[src/hdl/nvc_pkg.sv]
// shared constants and decoders for the nvm command port
package nvc_pkg;

    // ========================================
    // register offsets
    localparam logic [7:0] NVC_OFS_PTR = 8'h3D;
    localparam logic [7:0] NVC_OFS_VALUE = 8'h3E;
    localparam logic [7:0] NVC_OFS_CMD = 8'h3F;

    // ========================================
    // reset values
    localparam logic [7:0] NVC_PTR_RESET = 8'hC0;
    localparam logic [7:0] NVC_VALUE_RESET = 8'h00;
    localparam logic [7:0] NVC_RDATA_RESET = 8'h00;
    localparam logic [7:0] NVC_CMD_READBACK = 8'h00;

    // ========================================
    // command codes
    localparam logic [7:0] NVC_CMD_UPDATE_ALL = 8'h11;
    localparam logic [7:0] NVC_CMD_REFRESH_ALL = 8'h12;
    localparam logic [7:0] NVC_CMD_WRITE_BYTE = 8'h21;
    localparam logic [7:0] NVC_CMD_READ_BYTE = 8'h22;

    // ========================================
    // protection and image layout
    localparam logic [7:0] NVC_KEY_ENABLE_ON = 8'hFF;
    localparam logic [7:0] NVC_CFG_BASE = 8'hC0;
    localparam int NVC_CFG_COUNT = 16;

    function automatic logic nvc_cmd_legal(input logic [7:0] code);
        return (code == NVC_CMD_UPDATE_ALL) || (code == NVC_CMD_REFRESH_ALL) ||
               (code == NVC_CMD_WRITE_BYTE) || (code == NVC_CMD_READ_BYTE);
    endfunction

    function automatic logic nvc_cmd_is_all(input logic [7:0] code);
        return (code == NVC_CMD_UPDATE_ALL) || (code == NVC_CMD_REFRESH_ALL);
    endfunction

    function automatic logic nvc_cmd_writes(input logic [7:0] code);
        return (code == NVC_CMD_UPDATE_ALL) || (code == NVC_CMD_WRITE_BYTE);
    endfunction

endpackage

[src/hdl/nvc_eng_if.sv]
// link between the command register file and the transfer engine
interface nvc_eng_if;
    logic start;
    logic [7:0] cmd;
    logic [7:0] ptr;
    logic [7:0] wdata;
    logic busy;
    logic fail;
    logic rd_valid;
    logic [7:0] rd_data;

    modport regs
    (
        output start,
        output cmd,
        output ptr,
        output wdata,
        input busy,
        input fail,
        input rd_valid,
        input rd_data
    );

    modport engine
    (
        input start,
        input cmd,
        input ptr,
        input wdata,
        output busy,
        output fail,
        output rd_valid,
        output rd_data
    );
endinterface

[src/hdl/nvc_engine.sv]
// transfer engine: runs one accepted command against the nvm array
module nvc_engine
#(
    parameter int CFG_COUNT = nvc_pkg::NVC_CFG_COUNT
)
(
    input wire logic clk,
    input wire logic rstn,
    nvc_eng_if.engine eng,
    output logic nvm_req,
    output logic nvm_we,
    output logic [7:0] nvm_addr,
    output logic [7:0] nvm_wdata,
    input wire logic [7:0] nvm_rdata,
    input wire logic nvm_ack,
    input wire logic nvm_err,
    output logic [7:0] cfg_addr,
    input wire logic [7:0] cfg_rdata,
    output logic cfg_load,
    output logic [7:0] cfg_data
);
    import nvc_pkg::*;

    typedef enum logic {NVC_IDLE, NVC_XFER} nvc_state_t;

    nvc_state_t state;
    logic [7:0] cmd_q;
    logic [7:0] addr_q;
    logic [7:0] wdata_q;
    logic [7:0] cnt;
    logic fail;
    logic [7:0] rd_data;
    logic rd_valid;
    logic [7:0] cfg_q;

    wire logic is_all = nvc_cmd_is_all(cmd_q);
    wire logic is_wr = nvc_cmd_writes(cmd_q);
    wire logic is_update = (cmd_q == NVC_CMD_UPDATE_ALL);
    wire logic in_xfer = (state == NVC_XFER);
    wire logic done = nvm_ack && in_xfer;
    wire logic last = !is_all || (cnt == 8'(CFG_COUNT - 1));

    // ========================================
    // nvm side
    // request held until the array acknowledges the last transfer of the command
    assign nvm_req = in_xfer;
    assign nvm_we = in_xfer && is_wr;
    assign nvm_addr = addr_q;
    assign nvm_wdata = is_update ? cfg_rdata : wdata_q;
    assign cfg_addr = addr_q;
    assign cfg_data = cfg_q;
    assign eng.rd_data = rd_data;
    assign eng.rd_valid = rd_valid;
    assign eng.fail = fail;
    assign eng.busy = in_xfer;

    // ========================================
    // sequencer
    // run update, refresh, byte write or read
    always_ff @(posedge clk or negedge rstn)
    begin
        if (!rstn)
        begin
            state <= NVC_IDLE;
            cmd_q <= NVC_CMD_READBACK;
            addr_q <= NVC_PTR_RESET;
            wdata_q <= NVC_VALUE_RESET;
            cnt <= 8'h00;
        end
        else if (state == NVC_IDLE && eng.start)
        begin
            state <= NVC_XFER;
            cmd_q <= eng.cmd;
            addr_q <= nvc_cmd_is_all(eng.cmd) ? NVC_CFG_BASE : eng.ptr;
            wdata_q <= eng.wdata;
            cnt <= 8'h00;
        end
        else if (done)
        begin
            state <= last ? NVC_IDLE : NVC_XFER;
            addr_q <= addr_q + 8'h01;
            cnt <= cnt + 8'h01;
        end
    end

    // ========================================
    // results
    // fail is sticky until the next command is taken; no clear can meet a set
    // because a new command is only taken while idle
    always_ff @(posedge clk or negedge rstn)
    begin
        if (!rstn)
        begin
            fail <= 1'b0;
            rd_valid <= 1'b0;
            rd_data <= NVC_VALUE_RESET;
            cfg_load <= 1'b0;
            cfg_q <= NVC_VALUE_RESET;
        end
        else
        begin
            rd_valid <= done && (cmd_q == NVC_CMD_READ_BYTE);
            cfg_load <= done && (cmd_q == NVC_CMD_REFRESH_ALL);
            if (done)
            begin
                rd_data <= nvm_rdata;
                cfg_q <= nvm_rdata;
            end
            if (done && is_wr && nvm_err)
                fail <= 1'b1;
            else if (state == NVC_IDLE && eng.start)
                fail <= 1'b0;
        end
    end

    // ========================================
    // checks
    a_start_sets_busy: assert property (@(posedge clk) disable iff (!rstn)
        !eng.busy && eng.start |=> eng.busy)
        else $error("busy did not rise after start");
    a_busy_until_ack: assert property (@(posedge clk) disable iff (!rstn)
        eng.busy && !nvm_ack |=> eng.busy && $stable(nvm_addr))
        else $error("busy dropped without acknowledge");
    a_fail_on_err: assert property (@(posedge clk) disable iff (!rstn)
        nvm_req && nvm_we && nvm_ack && nvm_err |=> eng.fail)
        else $error("write failure not flagged");
    a_read_returns: assert property (@(posedge clk) disable iff (!rstn)
        nvm_req && nvm_ack && cmd_q == NVC_CMD_READ_BYTE
        |=> eng.rd_valid && eng.rd_data == $past(nvm_rdata) && !eng.busy)
        else $error("byte read result missing");
endmodule

[src/hdl/nvc_command_port.sv]
// nvm command port: pointer, value and command registers with key protection
// How it works
// - codes start update, refresh, byte write, read
// - fail flag reports failed nvm writes
// - command register reads back zero
// - locked key protection blocks command writes
// - byte commands use pointer and value
// - enabled protection needs matching 32-bit key
module nvc_command_port
#(
    parameter int CFG_COUNT = nvc_pkg::NVC_CFG_COUNT
)
(
    input wire logic clk,
    input wire logic rstn,
    input wire logic reg_wr,
    input wire logic reg_rd,
    input wire logic [7:0] reg_addr,
    input wire logic [7:0] reg_wdata,
    output logic [7:0] reg_rdata,
    input wire logic auto_refresh_disable,
    input wire logic [7:0] key_protect_enable,
    input wire logic [31:0] unlock_key,
    input wire logic [31:0] stored_key,
    output logic nvm_busy_flag,
    output logic nvm_write_fail_flag,
    output logic nvm_req,
    output logic nvm_we,
    output logic [7:0] nvm_addr,
    output logic [7:0] nvm_wdata,
    input wire logic [7:0] nvm_rdata,
    input wire logic nvm_ack,
    input wire logic nvm_err,
    output logic [7:0] cfg_addr,
    input wire logic [7:0] cfg_rdata,
    output logic cfg_load,
    output logic [7:0] cfg_data
);
    import nvc_pkg::*;

    nvc_eng_if eng ();

    logic [7:0] nvm_byte_pointer;
    logic [7:0] nvm_byte_value;
    logic [7:0] rdata;

    // ========================================
    // decode
    // offset decode shared by the write and read paths
    wire logic sel_ptr = (reg_addr == NVC_OFS_PTR);
    wire logic sel_value = (reg_addr == NVC_OFS_VALUE);
    wire logic sel_cmd = (reg_addr == NVC_OFS_CMD);
    // protection live only when enabled and key differs
    wire logic locked = (key_protect_enable == NVC_KEY_ENABLE_ON) && (unlock_key != stored_key);
    // every write here is key protected
    wire logic wr_ok = reg_wr && !locked;
    wire logic wr_ptr = wr_ok && sel_ptr;
    wire logic wr_value = wr_ok && sel_value;
    wire logic wr_cmd = wr_ok && sel_cmd;
    // other codes, and codes while busy, are dropped
    wire logic cmd_take = wr_cmd && nvc_cmd_legal(reg_wdata) && !eng.busy;
    // auto refresh stays off by host duty alone; a running refresh
    // is never stopped here, so that level is left unread

    // hand accepted code to the engine
    assign eng.start = cmd_take;
    assign eng.cmd = reg_wdata;
    // byte commands take pointer and value
    assign eng.ptr = nvm_byte_pointer;
    assign eng.wdata = nvm_byte_value;

    assign nvm_busy_flag = eng.busy;
    assign nvm_write_fail_flag = eng.fail;
    assign reg_rdata = rdata;

    // command offset reads as zero like any unmapped one
    wire logic [7:0] next_rdata = sel_ptr ? nvm_byte_pointer :
                                  sel_value ? nvm_byte_value :
                                  NVC_CMD_READBACK;

    // ========================================
    // registers
    always_ff @(posedge clk or negedge rstn)
    begin
        if (!rstn)
            nvm_byte_pointer <= NVC_PTR_RESET;
        else if (wr_ptr)
            nvm_byte_pointer <= reg_wdata;
    end

    // a finished byte read wins over a host write in the same cycle
    always_ff @(posedge clk or negedge rstn)
    begin
        if (!rstn)
            nvm_byte_value <= NVC_VALUE_RESET;
        else if (eng.rd_valid)
            nvm_byte_value <= eng.rd_data;
        else if (wr_value)
            nvm_byte_value <= reg_wdata;
    end

    always_ff @(posedge clk or negedge rstn)
    begin
        if (!rstn)
            rdata <= NVC_RDATA_RESET;
        else if (reg_rd)
            rdata <= next_rdata;
    end

    nvc_engine #(
        .CFG_COUNT(CFG_COUNT)
    ) u_engine (
        .clk(clk),
        .rstn(rstn),
        .eng(eng.engine),
        .nvm_req(nvm_req),
        .nvm_we(nvm_we),
        .nvm_addr(nvm_addr),
        .nvm_wdata(nvm_wdata),
        .nvm_rdata(nvm_rdata),
        .nvm_ack(nvm_ack),
        .nvm_err(nvm_err),
        .cfg_addr(cfg_addr),
        .cfg_rdata(cfg_rdata),
        .cfg_load(cfg_load),
        .cfg_data(cfg_data)
    );

    // ========================================
    // checks
    a_cmd_reads_zero: assert property (@(posedge clk) disable iff (!rstn)
        reg_rd && reg_addr == NVC_OFS_CMD |=> reg_rdata == 8'h00)
        else $error("command register read not zero");

    a_locked_no_start: assert property (@(posedge clk) disable iff (!rstn)
        reg_wr && locked |=> !nvm_busy_flag || $past(nvm_busy_flag))
        else $error("locked write started a command");

    a_legal_starts: assert property (@(posedge clk) disable iff (!rstn)
        reg_wr && !locked && reg_addr == NVC_OFS_CMD && !nvm_busy_flag
        && nvc_cmd_legal(reg_wdata) |=> nvm_busy_flag ##0 nvm_req)
        else $error("legal command not started");

    a_ptr_feeds_addr: assert property (@(posedge clk) disable iff (!rstn)
        eng.start && reg_wdata == NVC_CMD_WRITE_BYTE
        |=> nvm_addr == $past(nvm_byte_pointer) && nvm_wdata == $past(nvm_byte_value))
        else $error("byte command ignored pointer or value");

    a_key_unlocks: assert property (@(posedge clk) disable iff (!rstn)
        reg_wr && reg_addr == NVC_OFS_PTR && key_protect_enable == 8'hFF
        && unlock_key == stored_key |=> nvm_byte_pointer == $past(reg_wdata))
        else $error("unlocked pointer write lost");

    a_key_blocks: assert property (@(posedge clk) disable iff (!rstn)
        reg_wr && reg_addr == NVC_OFS_PTR && key_protect_enable == 8'hFF
        && unlock_key != stored_key |=> $stable(nvm_byte_pointer))
        else $error("locked pointer write accepted");

    a_read_fills_value: assert property (@(posedge clk) disable iff (!rstn)
        eng.rd_valid |=> nvm_byte_value == $past(eng.rd_data))
        else $error("byte read not placed in value register");

    // ========================================
    // checks: command gating, results and protection
    a_busy_no_start: assert property (@(posedge clk) disable iff (!rstn)
        nvm_busy_flag
        |-> !eng.start)
        else $error("command taken while busy");

    a_illegal_dropped: assert property (@(posedge clk) disable iff (!rstn)
        reg_wr && sel_cmd && !nvc_cmd_legal(reg_wdata) && !nvm_busy_flag
        |=> !nvm_busy_flag && !nvm_req)
        else $error("illegal command code started a transfer");

    a_locked_cmd_drop: assert property (@(posedge clk) disable iff (!rstn)
        reg_wr && locked && sel_cmd && !nvm_busy_flag
        |=> !nvm_busy_flag && !nvm_req)
        else $error("locked command write started a transfer");

    a_locked_value: assert property (@(posedge clk) disable iff (!rstn)
        reg_wr && locked && sel_value && !eng.rd_valid
        |=> $stable(nvm_byte_value))
        else $error("locked value write accepted");

    a_value_write: assert property (@(posedge clk) disable iff (!rstn)
        reg_wr && !locked && sel_value && !eng.rd_valid
        |=> nvm_byte_value == $past(reg_wdata))
        else $error("value write lost");

    a_read_uses_ptr: assert property (@(posedge clk) disable iff (!rstn)
        eng.start && reg_wdata == NVC_CMD_READ_BYTE
        |=> nvm_addr == $past(nvm_byte_pointer) && !nvm_we)
        else $error("byte read used wrong address");

    a_all_from_base: assert property (@(posedge clk) disable iff (!rstn)
        eng.start && nvc_cmd_is_all(reg_wdata)
        |=> nvm_addr == NVC_CFG_BASE && nvm_req)
        else $error("image command did not start at base");

    a_update_writes: assert property (@(posedge clk) disable iff (!rstn)
        eng.start && reg_wdata == NVC_CMD_UPDATE_ALL
        |=> nvm_we && nvm_wdata == cfg_rdata)
        else $error("update did not write the mirror image");

    a_refresh_reads: assert property (@(posedge clk) disable iff (!rstn)
        eng.start && reg_wdata == NVC_CMD_REFRESH_ALL
        |=> nvm_req && !nvm_we)
        else $error("refresh did not read the array");

    a_fail_cleared: assert property (@(posedge clk) disable iff (!rstn)
        eng.start
        |=> !nvm_write_fail_flag)
        else $error("failure flag not cleared by a new command");

    a_fail_sticky: assert property (@(posedge clk) disable iff (!rstn)
        nvm_write_fail_flag && !eng.start
        |=> nvm_write_fail_flag)
        else $error("failure flag dropped on its own");

    a_ptr_reads_back: assert property (@(posedge clk) disable iff (!rstn)
        reg_rd && sel_ptr
        |=> reg_rdata == $past(nvm_byte_pointer))
        else $error("pointer read back wrong");
endmodule

[config.mk]
export PLATFORM = sky130hd
export DESIGN_NAME = nvc_command_port
export DESIGN_NICKNAME = d
export VERILOG_FILES = /design/src/hdl/nvc_pkg.sv /design/src/hdl/nvc_eng_if.sv /design/src/hdl/nvc_engine.sv /design/src/hdl/nvc_command_port.sv
export SDC_FILE = /design/constraint.sdc
export NUM_CORES = 1
export LEC_CHECK = 0
export ABC_CLOCK_PERIOD_IN_PS = 4370
export BUFFER_PORTS_ARGS = -buffer_cell sky130_fd_sc_hd__buf_2
export CAP_MARGIN = 30
export CELL_PAD_IN_SITES_DETAIL_PLACEMENT = 0
export CELL_PAD_IN_SITES_GLOBAL_PLACEMENT = 1
export CORE_MARGIN = 3
export CORE_UTILIZATION = 25
export DETAILED_ROUTE_END_ITERATION = 10
export MAX_ROUTING_LAYER = met4
export PLACE_DENSITY = 0.6
export SLEW_MARGIN = 10
export SYNTH_ARGS = -nofsm -noshare
export SYNTH_HDL_FRONTEND = slang
export SYNTH_HIERARCHICAL = 1
export SYNTH_SLANG_ARGS = --single-unit
export TNS_END_PERCENT = 5
[constraint.sdc]
create_clock -name clk -period 4.37 [get_ports clk]
set_input_delay 0.6555 -clock clk [delete_from_list [all_inputs] [get_ports clk]]
set_output_delay 0.6555 -clock clk [all_outputs]
set_load 0.005 [all_outputs]
==> reports/metrics.csv <==
metric,value,unit
status,finished clean,
cap_violations,0,
mostFrequentLayoutCell,buf_2,
synth_simple_gate_area_share,21.1,%
cp_slowest_cell,or4b_4,
cts_buffers,9,
netlist_area,3770,um^2
maxSlewViolCount,0,
synth_cell_types,51,
path_class,reg -> out,
wl,10900,um
p_switching,0.000334,W
synthXorXnorAreaFrac,9.30,%
post-dp-hpwl,8380,um
hp-class,in -> async,
cts_resized,0,
grt_pass1_wl,16800,um
cts_max_level,3,
ys_warn_count,6,
antenna_found_initial,0,
slowest_delay,0.56,ns
total_power,0.00145,W
syn-num-nets,508,
ys_seq_area_share,45.3,%
utilization,33.4,%
cp.required,3.71,ns
clockRootBuffer,clkbuf_16,
synth_top_cells_by_area,"dfrtp_1 43%, nand2_1 8.2%, xnor2_1 8.1%, buf_4 3.4%, mux2_4 3.2%",
detail-route-antenna-nets,0,
end_kind,output port,
period_share,67.8,%
nets,645,
via_per_inst,4.65,
synth_compound_area_share,12.1,%
dpl.cell_count,705,
fin_skew,0.00647,ns
grt_start_max_net_pins,36,
core,14600,um^2
setup_tns,0,ns
area_growth,29.7,%
yosysTopAreaCellShare,42.5,%
io_buffers,154,
die_area,16600,um^2
syn_area_per_cell,9.53,um^2
yosysTopAreaCell,dfrtp_1,
drt_pass1_iterations,4,
start_util,25.7,%
ir_drop,0.191,mV
drive_above_1_share,37.2,%
synth_edf_count,0,
startpoint_type,flop,
die_w,129,um
r2r_cells,9,
ios,156,
crit_arrival,2.31,ns
antenna_cells,0,
cp_cell_sequence,or4b_4 -> or4_4 -> mux2_4 -> buf_2,
max-slew-margin-rel,41.5,%
cp_max_fo,8,
fmax,338,MHz
final_cells,721,
num_rows,44,
min_period,2.96,ns
rsz0062_at_grt,false,
clkTransAtPathRegs,0.06,ns
swShare,23.0,%
die_y,129,um
p_seq_share,45.3,%
final_cell_mix,"154 x buf_2, 82 x nand2_1, 64 x dfrtp_1",
routedWlPerCell,15.1,um
synth_cells,395,
synth-async-reset-ratio,100,%
finalHoldViolations,0,
gr-total-overflow,0,
power_density,297,nW/um^2
worstMarginPinSlew,0.872,ns
leakagePower,2.48,nW
muxShareOfSynthArea,5.85,%
cts_sinks,68,
clockPowerShare,45.0,%
synth_ff_type,dfrtp_1,
post_cts_buffers,0,
gp_congestion,0.728,
fillers,1539,
num_vias,3352,
grt_pass1_vias,3209,
power_frac_comb,9.7,%
clock_latency,0.32,ns
track_usage,13.4,%
setup_viol,0,
synthAdderAreaFrac,0.664,%
cts_tree,yes,
cts_buffer_depth,2,
drt_iter0_markers,211,
p_int,0.00112,W
cts.hold.buffers_added,0,
synth_top_family_by_area,simple AND/OR/NAND/NOR gates,
drc_errors,0,
yosys_register_bits,68,
power by group through the flow:
| stage | Combinational, W | Sequential, W | Clock (W) |
|---|---|---|---|
| 2_1_floorplan | 0.0000534 | 0.000666 | 0 |
| 3_3_place_gp | 0.000139 | 0.000669 | 0 |
| 3_5_place_dp | 0.000145 | 0.000669 | 0 |
| 4_1_cts | 0.000145 | 0.000658 | 0.000677 |
| 5_1_grt | 0.000159 | 0.000660 | 0.000707 |
| 6_report | 0.000141 | 0.000658 | 0.000653 |
flip-flops by register name, indices dropped and copies added, names as in the netlist, 8 cells and up:
name and count:
u_engine/cnt 8, u_engine/cmd_q 8, eng.ptr 8, u_engine/wdata_q 8, u_engine/cfg_addr 8, eng.wdata 8, reg_rdata 8, u_engine/cfg_data 8
metal layers:
metal / part of all wire [%] / track usage, %
met1: 45 / 17.9
met2: 47 / 20.5
met3: 6.0 / 2.28
met4: 1.3 / 5.06
met5: 0 / -
metrics by stage:
step | setup WS [ns] | hold WS, ns | instance area (um^2)
CTS | 1.39 | 0.196 | 4890
global placement | 1.23 | 0.470 | 4600
global route | 1.28 | 0.198 | 4890
finish | 1.41 | 0.207 | 4890
detailed placement | 1.17 | 0.469 | 4620
floorplan | 1.62 | 0.360 | 3770
synthesized netlist by cell type (8+ instances only):
library cell,instances
a41oi_1,8
clkbuf_1,12
o21ai_0,13
buf_4,17
nand2_1,82
nor2b_1,9
nand4_1,14
mux2_4,8
a22oi_1,8
dfrtp_1,64
xnor2_1,35
nor2_1,21
a21oi_1,23
mux2_2,8
worst paths after layout:
path | startpoint | to | slack (ns)
max | u_engine/cmd_q[5] | nvm_wdata[2] | 1.41
min in group clk | u_engine/wdata_q[4] | u_engine/wdata_q[4] | 0.47
min | rstn | u_engine/cmd_q[7] | 0.21
min reg2reg | u_engine/wdata_q[4] | u_engine/wdata_q[4] | 0.47
max in group asynchronous | rstn | u_engine/cfg_data[5] | 3.25
max reg2reg | u_engine/eng.busy | u_engine/cfg_addr[0] | 2.01
critical path, delay by kind of cell (launching register included):
kind | cells | cell delay [ns]
flops | 1 | 0.41
mux | 1 | 0.33
buf+inv | 1 | 0.13
simple gates | 2 | 1.11
cell families after synthesis:
group	count (synthesis)
and+or+nand+nor	162
AOI/OAI and AO/OA	71
DFF	68
xor gates and xnor gates	40
buffers and inverters	35
muxes	17
adders and majority gates	2
final cells by class:
cell class                      instances  area (um^2)  area share [%]
Clock buffer                           14          254            5.20
Tap cell                              184          230            4.71
Clock inverter                          2         10.0           0.205
Timing Repair Buffer                  160          828            17.0
Multi-Input combinational cell        292         1850            37.9
Inverter                                1         3.75          0.0768
Sequential cell                        68         1710            34.9
Power figures use the tool's default switching activity.
